## src/rtl/rtc_pkg.sv

```systemverilog
// Purpose: shared constants, types and helpers for the real-time counter block
// Assumes: register index times four gives the byte address on the bus
// Notes: sync busy, flag and mask registers sit above the periodic timer block
package rtc_pkg;

  // register indices, byte address is index * 4
  localparam logic [7:0] CLK_SRC_IDX = 8'h07;
  localparam logic [7:0] COUNT_LO_IDX = 8'h08;
  localparam logic [7:0] COUNT_HI_IDX = 8'h09;
  localparam logic [7:0] PERIOD_LO_IDX = 8'h0a;
  localparam logic [7:0] PERIOD_HI_IDX = 8'h0b;
  localparam logic [7:0] MATCH_LO_IDX = 8'h0c;
  localparam logic [7:0] MATCH_HI_IDX = 8'h0d;
  localparam logic [7:0] PIT_CTRL_IDX = 8'h10;
  localparam logic [7:0] PIT_SYNC_IDX = 8'h11;
  localparam logic [7:0] PIT_IRQ_EN_IDX = 8'h12;
  localparam logic [7:0] IRQ_FLAGS_IDX = 8'h20;
  localparam logic [7:0] IRQ_MASK_IDX = 8'h21;
  localparam logic [7:0] SYNC_BUSY_IDX = 8'h22;

  // values after reset
  localparam logic [15:0] COUNT_RST = 16'h0000;
  localparam logic [15:0] PERIOD_RST = 16'hffff;
  localparam logic [15:0] MATCH_RST = 16'h0000;
  localparam logic [7:0] BYTE_RST = 8'h00;

  // field positions
  localparam int PIT_EN_BIT = 0;
  localparam int PIT_INTERVAL_LSB = 3;
  localparam int WRAP_BIT = 0;
  localparam int MATCH_BIT = 1;
  localparam int PERIODIC_BIT = 2;
  localparam int COUNT_BUSY_BIT = 1;
  localparam int PERIOD_BUSY_BIT = 2;
  localparam logic [3:0] INTERVAL_OFF = 4'h0;
  localparam logic [3:0] INTERVAL_RSVD = 4'hf;

  typedef enum logic [1:0] {
    SRC_INTERNAL_32K = 2'b00,
    SRC_INTERNAL_1K = 2'b01,
    SRC_CRYSTAL = 2'b10,
    SRC_EXTERNAL = 2'b11
  } clk_src_t;

  typedef enum logic [1:0] {
    SYNC_IDLE = 2'b00,
    SYNC_WAIT1 = 2'b01,
    SYNC_WAIT2 = 2'b10
  } sync_state_t;

  typedef struct packed {
    logic [7:0] idx;
    logic write;
    logic valid;
  } bus_addr_t;

  typedef struct packed {
    logic [3:0] interval;
    logic en;
  } pit_ctrl_t;

  // write restarts the two-tick transfer, each counter tick advances it
  function automatic sync_state_t sync_next(sync_state_t s, logic wr, logic tick);
    sync_state_t n;
    n = s;
    if (wr) begin
      n = SYNC_WAIT2;
    end else if (tick) begin
      case (s)
        SYNC_WAIT2: n = SYNC_WAIT1;
        SYNC_WAIT1: n = SYNC_IDLE;
        SYNC_IDLE: n = SYNC_IDLE;
        default: n = SYNC_IDLE;
      endcase
    end
    return n;
  endfunction : sync_next

endpackage : rtc_pkg

```

## src/rtl/rtc_counter.sv

```systemverilog
// Purpose: real-time counter with wrap, compare and periodic timer over AHB-Lite
// Assumes: counter clock sources arrive as pins far slower than hclk
// Notes: reads insert one wait state so read data comes from flip-flops
// Behaviour
// a two-bit field picks the counter clock from internal 32k, internal 1k, crystal or external pin.
// the counter is 16 bits, reset to zero, low byte at the base index and high byte just above.
// a counter or period write takes effect two counter clock ticks after the write.
// software waits for the counter busy flag to clear before writing the counter.
// software waits for the period busy flag to clear before writing the period.
// the period is 16 bits, reset to all ones, low byte at the base index and high byte above.
// the compare value is 16 bits, reset to zero, low byte at the base index and high byte above.
// a four-bit interval gives no event at zero, 4 to 32768 ticks for 1 to 14, and 15 is unused.
// the timer enable bit at position zero starts the periodic timer at one and stops it at zero.
// a read-only busy bit stays high while a timer control write crosses to the counter clock.
// the periodic interrupt enable bit passes the periodic request at one and masks it at zero.
// on reaching the period the counter wraps to zero and sets the wrap flag, cleared by a one.
// when the counter equals the compare value the match flag is set, cleared by a one.
// each elapsed timer interval sets the periodic flag, cleared by writing a one.
// no periodic event unless the timer is on and the interval is nonzero and not reserved.
// software waits for the timer control busy bit to clear before writing the control again.
//
// Register access over AHB-Lite was chosen for this implementation.
module rtc_counter
  import rtc_pkg::*;
(
  input wire logic hclk,
  input wire logic hresetn,
  input wire logic hsel,
  input wire logic [31:0] haddr,
  input wire logic [1:0] htrans,
  input wire logic hwrite,
  input wire logic [2:0] hsize,
  input wire logic hready,
  input wire logic [31:0] hwdata,
  output logic [31:0] hrdata,
  output logic hreadyout,
  output logic hresp,
  input wire logic internal_32k_oscillator,
  input wire logic internal_1k_source,
  input wire logic crystal_input_pin,
  input wire logic external_clock_source,
  output logic irq
);

  // ---------------- bus slave ----------------
  bus_addr_t dph_q;
  logic rd_wait_q;
  logic [31:0] hrdata_q;
  logic [7:0] rd_byte;

  wire addr_take = hsel && htrans[1] && hready;
  wire wr_act = dph_q.valid && dph_q.write;
  wire [7:0] wdat = hwdata[7:0];
  wire [7:0] widx = dph_q.idx;

  always_ff @(posedge hclk or negedge hresetn) begin
    if (!hresetn) begin
      dph_q <= '0;
      rd_wait_q <= 1'b0;
      hrdata_q <= 32'h0000_0000;
    end else begin
      if (hready) begin
        dph_q <= '{idx: haddr[9:2], write: hwrite, valid: addr_take};
      end
      rd_wait_q <= addr_take && !hwrite;
      if (rd_wait_q) begin
        hrdata_q <= {24'h00_0000, rd_byte};
      end
    end
  end

  // only whole words exist, so hsize is accepted without checking
  wire unused_size = ^hsize;
  assign hreadyout = !rd_wait_q;
  assign hresp = 1'b0;
  assign hrdata = hrdata_q;

  wire wr_src = wr_act && widx == CLK_SRC_IDX;
  wire wr_cnt_lo = wr_act && widx == COUNT_LO_IDX;
  wire wr_cnt_hi = wr_act && widx == COUNT_HI_IDX;
  wire wr_per_lo = wr_act && widx == PERIOD_LO_IDX;
  wire wr_per_hi = wr_act && widx == PERIOD_HI_IDX;
  wire wr_mat_lo = wr_act && widx == MATCH_LO_IDX;
  wire wr_mat_hi = wr_act && widx == MATCH_HI_IDX;
  wire wr_pit = wr_act && widx == PIT_CTRL_IDX;
  wire wr_pien = wr_act && widx == PIT_IRQ_EN_IDX;
  wire wr_flags = wr_act && widx == IRQ_FLAGS_IDX;
  wire wr_mask = wr_act && widx == IRQ_MASK_IDX;
  wire wr_cnt = wr_cnt_lo || wr_cnt_hi;
  wire wr_per = wr_per_lo || wr_per_hi;

  // ---------------- clock source and tick ----------------
  clk_src_t src_q;
  logic [3:0] src_rise;
  wire [3:0] src_pins = {external_clock_source, crystal_input_pin,
                         internal_1k_source, internal_32k_oscillator};

  for (genvar g = 0; g < 4; g++) begin : g_pin
    pin_edge_sync u_sync (
      .hclk(hclk),
      .hresetn(hresetn),
      .pin(src_pins[g]),
      .rise(src_rise[g])
    );
  end

  // every pin is synchronised, so switching source cannot make a runt tick
  wire tick = src_rise[src_q];

  // ---------------- registers ----------------
  logic [15:0] cnt_q, cnt_sw_q, per_q, per_sw_q, match_q;
  pit_ctrl_t pit_sw_q, pit_q;
  sync_state_t cnt_sync_q, per_sync_q, pit_sync_q;
  logic pien_q;
  logic [2:0] flags_q, mask_q;
  logic pit_evt;

  wire cnt_apply = tick && cnt_sync_q == SYNC_WAIT1;
  wire per_apply = tick && per_sync_q == SYNC_WAIT1;
  wire pit_apply = tick && pit_sync_q == SYNC_WAIT1;
  wire cnt_busy = cnt_sync_q != SYNC_IDLE;
  wire per_busy = per_sync_q != SYNC_IDLE;
  wire pit_busy = pit_sync_q != SYNC_IDLE;

  wire wrap_evt = tick && !cnt_apply && cnt_q == per_q;
  wire match_evt = tick && cnt_q == match_q;
  wire [2:0] set_evt = {pit_evt, match_evt, wrap_evt};
  wire [2:0] clr = wr_flags ? wdat[2:0] : 3'h0;

  always_ff @(posedge hclk or negedge hresetn) begin
    if (!hresetn) begin
      src_q <= SRC_INTERNAL_32K;
      cnt_sw_q <= COUNT_RST;
      per_sw_q <= PERIOD_RST;
      match_q <= MATCH_RST;
      pit_sw_q <= '0;
      pien_q <= 1'b0;
      mask_q <= 3'h0;
    end else begin
      if (wr_src) src_q <= clk_src_t'(wdat[1:0]);
      if (wr_cnt_lo) cnt_sw_q[7:0] <= wdat;
      if (wr_cnt_hi) cnt_sw_q[15:8] <= wdat;
      if (wr_per_lo) per_sw_q[7:0] <= wdat;
      if (wr_per_hi) per_sw_q[15:8] <= wdat;
      if (wr_mat_lo) match_q[7:0] <= wdat;
      if (wr_mat_hi) match_q[15:8] <= wdat;
      if (wr_pit) pit_sw_q <= '{interval: wdat[6:3], en: wdat[PIT_EN_BIT]};
      if (wr_pien) pien_q <= wdat[0];
      if (wr_mask) mask_q <= wdat[2:0];
    end
  end

  // writes during busy are still taken; software is expected to wait
  always_ff @(posedge hclk or negedge hresetn) begin
    if (!hresetn) begin
      cnt_sync_q <= SYNC_IDLE;
      per_sync_q <= SYNC_IDLE;
      pit_sync_q <= SYNC_IDLE;
    end else begin
      cnt_sync_q <= sync_next(cnt_sync_q, wr_cnt, tick);
      per_sync_q <= sync_next(per_sync_q, wr_per, tick);
      pit_sync_q <= sync_next(pit_sync_q, wr_pit, tick);
    end
  end

  always_ff @(posedge hclk or negedge hresetn) begin
    if (!hresetn) begin
      cnt_q <= COUNT_RST;
      per_q <= PERIOD_RST;
      pit_q <= '0;
    end else begin
      if (cnt_apply) begin
        cnt_q <= cnt_sw_q;
      end else if (wrap_evt) begin
        cnt_q <= COUNT_RST;
      end else if (tick) begin
        cnt_q <= cnt_q + 16'h0001;
      end
      if (per_apply) per_q <= per_sw_q;
      if (pit_apply) pit_q <= pit_sw_q;
    end
  end

  // set beats clear in the same cycle so no event is lost
  always_ff @(posedge hclk or negedge hresetn) begin
    if (!hresetn) begin
      flags_q <= 3'h0;
    end else begin
      flags_q <= (flags_q & ~clr) | set_evt;
    end
  end

  pit_timer #(
    .PRESCALE_W(15)
  ) u_pit (
    .hclk(hclk),
    .hresetn(hresetn),
    .tick(tick),
    .ctrl(pit_q),
    .evt(pit_evt)
  );

  wire [2:0] gate = {pien_q, 2'b11};
  assign irq = |(flags_q & mask_q & gate);

  // ---------------- read mux ----------------
  function automatic logic [7:0] rd_mux(logic [7:0] idx);
    logic [7:0] r;
    r = 8'h00;
    case (idx)
      CLK_SRC_IDX: r = {6'h00, src_q};
      COUNT_LO_IDX: r = cnt_q[7:0];
      COUNT_HI_IDX: r = cnt_q[15:8];
      PERIOD_LO_IDX: r = per_sw_q[7:0];
      PERIOD_HI_IDX: r = per_sw_q[15:8];
      MATCH_LO_IDX: r = match_q[7:0];
      MATCH_HI_IDX: r = match_q[15:8];
      PIT_CTRL_IDX: r = {1'b0, pit_sw_q.interval, 2'b00, pit_sw_q.en};
      PIT_SYNC_IDX: r = {7'h00, pit_busy};
      PIT_IRQ_EN_IDX: r = {7'h00, pien_q};
      IRQ_FLAGS_IDX: r = {5'h00, flags_q};
      IRQ_MASK_IDX: r = {5'h00, mask_q};
      SYNC_BUSY_IDX: r = {5'h00, per_busy, cnt_busy, unused_size & 1'b0};
      default: r = 8'h00;
    endcase
    return r;
  endfunction : rd_mux

  assign rd_byte = rd_mux(dph_q.idx);

  // ---------------- checks ----------------
  src_pick_a: assert property (@(posedge hclk) disable iff (!hresetn)
    (src_q == SRC_INTERNAL_1K && !src_rise[1]) |-> !tick)
    else $error("tick from unselected source");
  count_zero_a: assert property (@(posedge hclk) disable iff (!hresetn)
    $rose(hresetn) |-> cnt_q == 16'h0000 && per_q == 16'hffff)
    else $error("counter or period reset value wrong");
  two_tick_a: assert property (@(posedge hclk) disable iff (!hresetn)
    (wr_cnt && !tick) |=> cnt_busy && cnt_sync_q == SYNC_WAIT2)
    else $error("count write did not start two-tick transfer");
  count_load_a: assert property (@(posedge hclk) disable iff (!hresetn)
    cnt_apply |=> cnt_q == $past(cnt_sw_q))
    else $error("count write not applied");
  period_load_a: assert property (@(posedge hclk) disable iff (!hresetn)
    per_apply |=> per_q == $past(per_sw_q) && !per_busy || $past(wr_per))
    else $error("period write not applied");
  match_rst_a: assert property (@(posedge hclk) disable iff (!hresetn)
    $rose(hresetn) |-> match_q == 16'h0000)
    else $error("compare reset value wrong");
  pit_busy_a: assert property (@(posedge hclk) disable iff (!hresetn)
    wr_pit |=> pit_busy ##0 rd_mux(PIT_SYNC_IDX) == 8'h01)
    else $error("control busy bit not raised");
  pi_gate_a: assert property (@(posedge hclk) disable iff (!hresetn)
    (flags_q == 3'h4 && !pien_q) |-> !irq)
    else $error("periodic request passed while disabled");
  wrap_zero_a: assert property (@(posedge hclk) disable iff (!hresetn)
    wrap_evt |=> cnt_q == 16'h0000 && flags_q[WRAP_BIT])
    else $error("wrap did not zero counter and set flag");
  match_set_a: assert property (@(posedge hclk) disable iff (!hresetn)
    match_evt |=> flags_q[MATCH_BIT]) else $error("match flag not set");
  periodic_set_a: assert property (@(posedge hclk) disable iff (!hresetn)
    pit_evt |=> flags_q[PERIODIC_BIT]) else $error("periodic flag not set");


  // bus side: one wait state per read, never an error
  read_wait_a: assert property (@(posedge hclk) disable iff (!hresetn)
    (addr_take && !hwrite) |=> !hreadyout ##1 hreadyout)
    else $error("read wait state not exactly one cycle");
  okay_resp_a: assert property (@(posedge hclk) disable iff (!hresetn)
    hresp == 1'b0)
    else $error("error response driven");
  rdata_upper_a: assert property (@(posedge hclk) disable iff (!hresetn)
    hrdata[31:8] == 24'h000000)
    else $error("read data upper bits not zero");

  // register writes land one cycle after the data phase
  src_write_a: assert property (@(posedge hclk) disable iff (!hresetn)
    wr_src |=> src_q == $past(wdat[1:0]))
    else $error("clock source write lost");
  match_write_a: assert property (@(posedge hclk) disable iff (!hresetn)
    wr_mat_lo |=> match_q[7:0] == $past(wdat))
    else $error("compare low byte write lost");
  pien_write_a: assert property (@(posedge hclk) disable iff (!hresetn)
    wr_pien |=> pien_q == $past(wdat[0]))
    else $error("periodic enable write lost");
  mask_write_a: assert property (@(posedge hclk) disable iff (!hresetn)
    wr_mask |=> mask_q == $past(wdat[2:0]))
    else $error("mask write lost");

  // sync handshakes only move on a write or a tick
  per_start_a: assert property (@(posedge hclk) disable iff (!hresetn)
    wr_per |=> per_busy && per_sync_q == SYNC_WAIT2)
    else $error("period write did not start two-tick transfer");
  cnt_idle_a: assert property (@(posedge hclk) disable iff (!hresetn)
    (cnt_sync_q == SYNC_IDLE && !wr_cnt) |=> cnt_sync_q == SYNC_IDLE)
    else $error("count busy raised without a write");
  per_idle_a: assert property (@(posedge hclk) disable iff (!hresetn)
    (per_sync_q == SYNC_IDLE && !wr_per) |=> per_sync_q == SYNC_IDLE)
    else $error("period busy raised without a write");
  pit_hold_a: assert property (@(posedge hclk) disable iff (!hresetn)
    (pit_busy && !wr_pit && !tick) |=> pit_busy)
    else $error("control busy dropped without a tick");
  pit_load_a: assert property (@(posedge hclk) disable iff (!hresetn)
    pit_apply |=> pit_q == $past(pit_sw_q))
    else $error("timer control not applied");
  per_hold_a: assert property (@(posedge hclk) disable iff (!hresetn)
    !per_apply |=> $stable(per_q))
    else $error("period changed outside the transfer");

  // counter moves only on a tick, by one unless loaded or wrapped
  count_hold_a: assert property (@(posedge hclk) disable iff (!hresetn)
    !tick |=> cnt_q == $past(cnt_q))
    else $error("counter moved without a tick");
  count_step_a: assert property (@(posedge hclk) disable iff (!hresetn)
    (tick && !cnt_apply && !wrap_evt) |=> cnt_q == $past(cnt_q) + 16'h0001)
    else $error("counter did not step by one");

  // flags only grow unless software writes ones
  flag_sticky_a: assert property (@(posedge hclk) disable iff (!hresetn)
    !wr_flags |=> (flags_q & $past(flags_q)) == $past(flags_q))
    else $error("flag dropped without a clear");
  wrap_clear_a: assert property (@(posedge hclk) disable iff (!hresetn)
    (wr_flags && wdat[WRAP_BIT] && !wrap_evt) |=> !flags_q[WRAP_BIT])
    else $error("wrap flag not cleared");
  match_clear_a: assert property (@(posedge hclk) disable iff (!hresetn)
    (wr_flags && wdat[MATCH_BIT] && !match_evt) |=> !flags_q[MATCH_BIT])
    else $error("match flag not cleared");
  periodic_clear_a: assert property (@(posedge hclk) disable iff (!hresetn)
    (wr_flags && wdat[PERIODIC_BIT] && !pit_evt) |=> !flags_q[PERIODIC_BIT])
    else $error("periodic flag not cleared");
  irq_cause_a: assert property (@(posedge hclk) disable iff (!hresetn)
    irq |-> (flags_q & mask_q) != 3'h0)
    else $error("interrupt without an unmasked flag");

  wrap_seen_c: cover property (@(posedge hclk) disable iff (!hresetn) wrap_evt);
  count_load_c: cover property (@(posedge hclk) disable iff (!hresetn) cnt_apply);
  pit_restart_c: cover property (@(posedge hclk) disable iff (!hresetn) wr_pit && pit_busy);
  match_seen_c: cover property (@(posedge hclk) disable iff (!hresetn) match_evt);
  periodic_seen_c: cover property (@(posedge hclk) disable iff (!hresetn) pit_evt && irq);

endmodule : rtc_counter

```

## src/rtl/pin_edge_sync.sv

```systemverilog
// Purpose: bring one slow clock pin into hclk and mark its rising edges
// Assumes: pin toggles much slower than hclk
// Notes: a change counts only once the second and third stages agree
module pin_edge_sync
  import rtc_pkg::*;
(
  input wire logic hclk,
  input wire logic hresetn,
  input wire logic pin,
  output logic rise
);
  logic s1_q, s2_q, s3_q, lvl_q;
  wire agree = (s2_q == s3_q);

  always_ff @(posedge hclk or negedge hresetn) begin
    if (!hresetn) begin
      s1_q <= 1'b0;
      s2_q <= 1'b0;
      s3_q <= 1'b0;
      lvl_q <= 1'b0;
    end else begin
      s1_q <= pin;
      s2_q <= s1_q;
      s3_q <= s2_q;
      if (agree) begin
        lvl_q <= s3_q;
      end
    end
  end

  assign rise = agree && s3_q && !lvl_q;

  edge_once_a: assert property (@(posedge hclk) disable iff (!hresetn)
    rise |=> !rise) else $error("edge pulse longer than one cycle");

endmodule : pin_edge_sync

```

## src/rtl/pit_timer.sv

```systemverilog
// Purpose: periodic event from the counter tick, spacing a power of two
// Assumes: tick is a one-cycle pulse per counter clock
// Notes: prescaler is cleared while stopped, so a restart gives a full interval
module pit_timer
  import rtc_pkg::*;
#(
  parameter int PRESCALE_W = 15
) (
  input wire logic hclk,
  input wire logic hresetn,
  input wire logic tick,
  input wire pit_ctrl_t ctrl,
  output logic evt
);
  logic [PRESCALE_W-1:0] pre_q;
  logic evt_q;
  logic [15:0] full;
  wire running = ctrl.en && ctrl.interval != INTERVAL_OFF && ctrl.interval != INTERVAL_RSVD;
  assign full = (16'h0001 << (ctrl.interval + 4'h1)) - 16'h0001;
  wire [PRESCALE_W-1:0] mask = full[PRESCALE_W-1:0];
  wire hit = tick && running && ((pre_q & mask) == mask);

  always_ff @(posedge hclk or negedge hresetn) begin
    if (!hresetn) begin
      pre_q <= '0;
      evt_q <= 1'b0;
    end else begin
      evt_q <= hit;
      if (!running) begin
        pre_q <= '0;
      end else if (tick) begin
        pre_q <= pre_q + 1'b1;
      end
    end
  end

  assign evt = evt_q;

  evt_cause_a: assert property (@(posedge hclk) disable iff (!hresetn)
    evt |-> $past(running) && $past(tick)) else $error("periodic event without cause");
  stop_clears_a: assert property (@(posedge hclk) disable iff (!hresetn)
    !ctrl.en |=> pre_q == '0) else $error("prescaler runs while stopped");
  short_interval_a: assert property (@(posedge hclk) disable iff (!hresetn)
    (tick && running && ctrl.interval == 4'h1 && pre_q[1:0] == 2'h3) |=> evt)
    else $error("interval one event missing on the fourth tick");

endmodule : pit_timer

```

## config.mk

```make
export PLATFORM = sky130hd
export DESIGN_NAME = rtc_counter
export DESIGN_NICKNAME = d
export VERILOG_FILES = /design/src/rtl/rtc_pkg.sv /design/src/rtl/rtc_counter.sv /design/src/rtl/pin_edge_sync.sv /design/src/rtl/pit_timer.sv
export SDC_FILE = /design/constraint.sdc
export NUM_CORES = 1
export LEC_CHECK = 0
export ABC_AREA = 1
export BUFFER_PORTS_ARGS = -buffer_cell sky130_fd_sc_hd__buf_2
export CELL_PAD_IN_SITES_DETAIL_PLACEMENT = 1
export CELL_PAD_IN_SITES_GLOBAL_PLACEMENT = 1
export CORE_ASPECT_RATIO = 1.75
export CORE_MARGIN = 8
export CORE_UTILIZATION = 40
export CTS_BUF_LIST = sky130_fd_sc_hd__clkbuf_16
export DETAILED_ROUTE_END_ITERATION = 16
export GPL_ROUTABILITY_DRIVEN = 0
export PLACE_DENSITY_LB_ADDON = 0.3
export SLEW_MARGIN = 15
export SYNTH_ARGS = -nofsm -noshare
export SYNTH_HDL_FRONTEND = slang
export SYNTH_SLANG_ARGS = --single-unit
```

## constraint.sdc

```tcl
create_clock -name hclk -period 4.43 [get_ports hclk]
set_input_delay 0.2215 -clock hclk [delete_from_list [all_inputs] [get_ports hclk]]
set_output_delay 0.2215 -clock hclk [all_outputs]
set_load 0.02 [all_outputs]
```

==> metrics.md <==
| Metric | Value |
|---|---|
| M2 GR Usage | `between 30% and 40%` |
| Post-synth EDFFs | `0` |
| Yosys warns | `0` |
| GR peak layer | `met2` |
| TritonCTS clock tree | `yes` |
| Insertion delay to the later sink of the worst-skew pair | `between 400 and 500 ps` |
| Library cells used by synthesis | `slightly above 40` |
| Row count | `70` |
| Grt ovf | `0` |
| Max-cap viol count | `0` |
| Final-report hold violation count | `0` |
| Ports | `113` |
| First-pass GRT wire length | `between 40 and 50 mm` |
| Fmax | `roughly 0.47 GHz` |
| Crit Path Class | `flop to flop` |
| Critical Path End Type | `flop` |
| Syn_area_per_cell | `7.75 um^2` |
| CP most frequent cell | `nand3_1` |
| Routed len/inst | `18.2 um` |
| Synth top cells by count | `nand2_1, dfrtp_1, nor2_1` |
| Post-Route WL | `approximately 25 mm` |
| Critical-path top delay cell | `nand2_1` |
| Initial antenna violation count | `0` |
| Post-layout min period | `roughly 2100 ps` |
| Critical path peak fanout | `22` |
| Clock Skew | `9.94 ps` |
| N_diodes | `0` |
| H-tree depth | `4` |
| Final Power | `about 4.2 mW` |
| Vias in the first global route | `between 7000 and 8000` |
| Async set-reset flop share out of synthesis | `between 90% and 100%` |
| Fin area | `~0.0095 mm^2` |
| Synth Cell Area | `between 0.008 and 0.009 mm^2` |
| Drt first pass iters | `4` |
| Root buf cell | `clkbuf_16` |
| Deepest clock path buffer count | `2` |
| Synth top area cells | `dfrtp_1, nand2_1, dfstp_2` |
| Max Slew Vio Count | `0` |
| Max stage delay on crit path | `between 400 and 500 ps` |
| Die span in x | `between 100 and 150 um` |
| Fraction of layout cells with a size suffix above 1 | `between 10 and 15%` |
| Relative slew slack | `a little under two fifths` |
| Total Routing Usage GR | `between 20% and 30%` |
| #FFs+latches synth | `between 150 and 200` |
| Global Route met1 Usage | `between 20% and 30%` |
| Remaining DRCs | `0` |
| Cells after Synth | `~1100` |
| Met3 Usage GRT | `under 10%` |
| CTS buffer count | `17` |
| Final Core Density | `between 40% and 50%` |
| Register Area | `between 0.003 and 0.004 mm^2` |
| DIE AREA | `around 0.026 mm^2` |
| Power Density | `439 mW/mm^2` |
| Routed vias | `roughly 7300` |
| Leakage | `about 4.7 nW` |
| Worst Path Arrival | `about 2500 ps` |
| Critical Path RT | `between 4000 and 5000 ps` |
| Hold Crit Class | `primary input to flop` |
| Area delta synth->final | `10.8%` |
| Post-synthesis sequential area ratio | `a little under half` |
| Worst-case vdd ir drop | `approximately 0.00029 V` |
| Worst-path clk slew | `around 70 ps` |
| Initial core utilization | `40.8%` |
| Area after DPL | `just under 0.009 mm^2` |
| Top-area cell type share of the netlist area | `36.3%` |
| CP cell instances | `ha_1 -> nand3b_1 -> nand3_1 -> nand2_2 -> inv_2 -> nand2_1 -> nand3_1 -> a21oi_1` |
| PortBufs | `35` |
| RSZ-0062 raised after global routing | `no` |
| Core ar. | `0.0209 mm^2` |
| Setup bufs post-CTS | `0` |
| Worst slew pin tran | `a little over 900 ps` |
| Post-DR vias/cell | `5.19` |
| Dpl hpwl | `approximately 19 mm` |
| Final antenna-violating net count | `0` |
| Area of the multi-input gates | `approximately 0.0038 mm^2` |
| Nets | `between 1000 and 1500` |
| Top-count cell post-synth | `nand2_1` |
| Worst Setup Start Kind | `flop` |
| Yosys top cell by area | `dfrtp_1` |
| Post-synth top flop | `dfrtp_1` |
| Clock sinks | `156` |
| Status | `completed` |
| Final period utilization | `between 40 and 50%` |
| Drt initial violations | `~420` |
| Final setup vio count | `0` |
| Filler cells | `about 2600` |
| Die span in y | `around 210 um` |
| Largest net degree at the start of global routing | `94` |
| Total Neg Setup Slack | `0 ps` |
==> cell type report <==
cell class | count | share of cell area [%]
flip-flops and latches | 156 | 41.7
multi-input cells | 793 | 40.6
inverters | 115 | 4.56
clock buffers | 17 | 4.50
repair buffers | 52 | 3.56
well taps | 252 | 3.33
clock inverters | 15 | 1.73
==> worst max-delay path: cells and delay by family (launching register included) <==
| kind | cells | cell delay, ps |
|---|---|---|
| adders and majority gates | 1 | 170 |
| AOI/OAI and AO/OA | 1 | 90 |
| buffers and inverters | 1 | 400 |
| and+or+nand+nor | 5 | 970 |
| DFF | 1 | 370 |
==> placed cells by master, fill, tap and decap left out, types with 4 or more instances in the layout <==
cell and count:
clkbuf_16 17, nand3_1 80, xnor2_1 9, buf_2 34, nor2_2 9, conb_1 25, inv_1 99, ha_1 7
nand2_2 7, nor3_1 17, clkinv_4 4, mux2_2 8, buf_4 6, nor2_1 108, nor2_4 6, xor2_1 24
nand2_1 308, nand3b_1 4, o21ai_0 67, dfrtp_1 124, o21ai_1 27, o21ai_2 7, inv_2 14, dfstp_2 32
nand4_1 12, a21oi_1 46, dlygate4sd3_1 11
==> state kept, by name (all words and copies together), names as in the netlist, 5 cells and up <==
signal / cells
cnt_q: 16
pit_q: 5
widx: 8
per_q: 16
cnt_sw_q: 16
pit_sw_q: 5
per_sw_q: 16
match_q: 16
hrdata: 8
u_pit.pre_q: 15
==> through the flow <==
step           worst slack, ps  hold WS, ps  cells
2_1_floorplan             2790        -74.1   1125
3_3_place_gp              2360          330   1357
3_5_place_dp              2310          331   1357
4_1_cts                   2280        0.184   1400
5_1_grt                   2150         21.9   1400
6_report                  2290         20.7   1400
==> report_power, final <==
| part | switching [mW] | total (mW) | internal, mW |
|---|---|---|---|
| sequential | 0.258 | 1.86 | 1.61 |
| combinational | 0.504 | 0.803 | 0.300 |
| clock | 0.648 | 1.49 | 0.839 |
==> routing by layer <==
metal / up-vias / wire (um)
li1: 3535 / -
met1: 3566 / 9940
met2: 114 / 14100
met3: 49 / 517
met4: 0 / 919
met5: - / 0
==> final timing paths <==
| path | start | end | slack, ps | cells past startpoint |
|---|---|---|---|---|
| worst max register to register | g_pin[2].u_sync.s3_q | cnt_q[14] | 2290 | 8 |
| worst min-delay path | haddr[5] | widx[3] | 20 | 2 |
| max in group asynchronous | hresetn | u_pit.pre_q[10] | 2900 | 3 |
| worst max-delay path | g_pin[2].u_sync.s3_q | cnt_q[14] | 2290 | 8 |
| min in group asynchronous | hresetn | g_pin[0].u_sync.s2_q | 430 | 2 |
| worst min register to register | g_pin[0].u_sync.s1_q | g_pin[0].u_sync.s2_q | 350 | 0 |
==> cell families (layout without fill, tap and decap cells) <==
kind of cell / count (synthesis) / after routing / share of synthesized area (%)
buffers and inverters: 176 / 199 / 9.88
other: 1 / 25 / 0.0439
xor gates and xnor gates: 33 / 33 / 3.39
muxes: 8 / 8 / 1.06
adders and majority gates: 7 / 7 / 1.03
DFF: 156 / 156 / 46.2
and+or+nand+nor: 559 / 559 / 28.2
AOI/OAI and AO/OA: 161 / 161 / 10.2
==> what timing repair did <==
item,4_1_cts,5_1_grt
endpoints found under the hold margin,87,0
gates resized for setup,0,0
hold buffers,11,0
setup endpoints to repair,0,0
(Power assumes the default switching activity.)
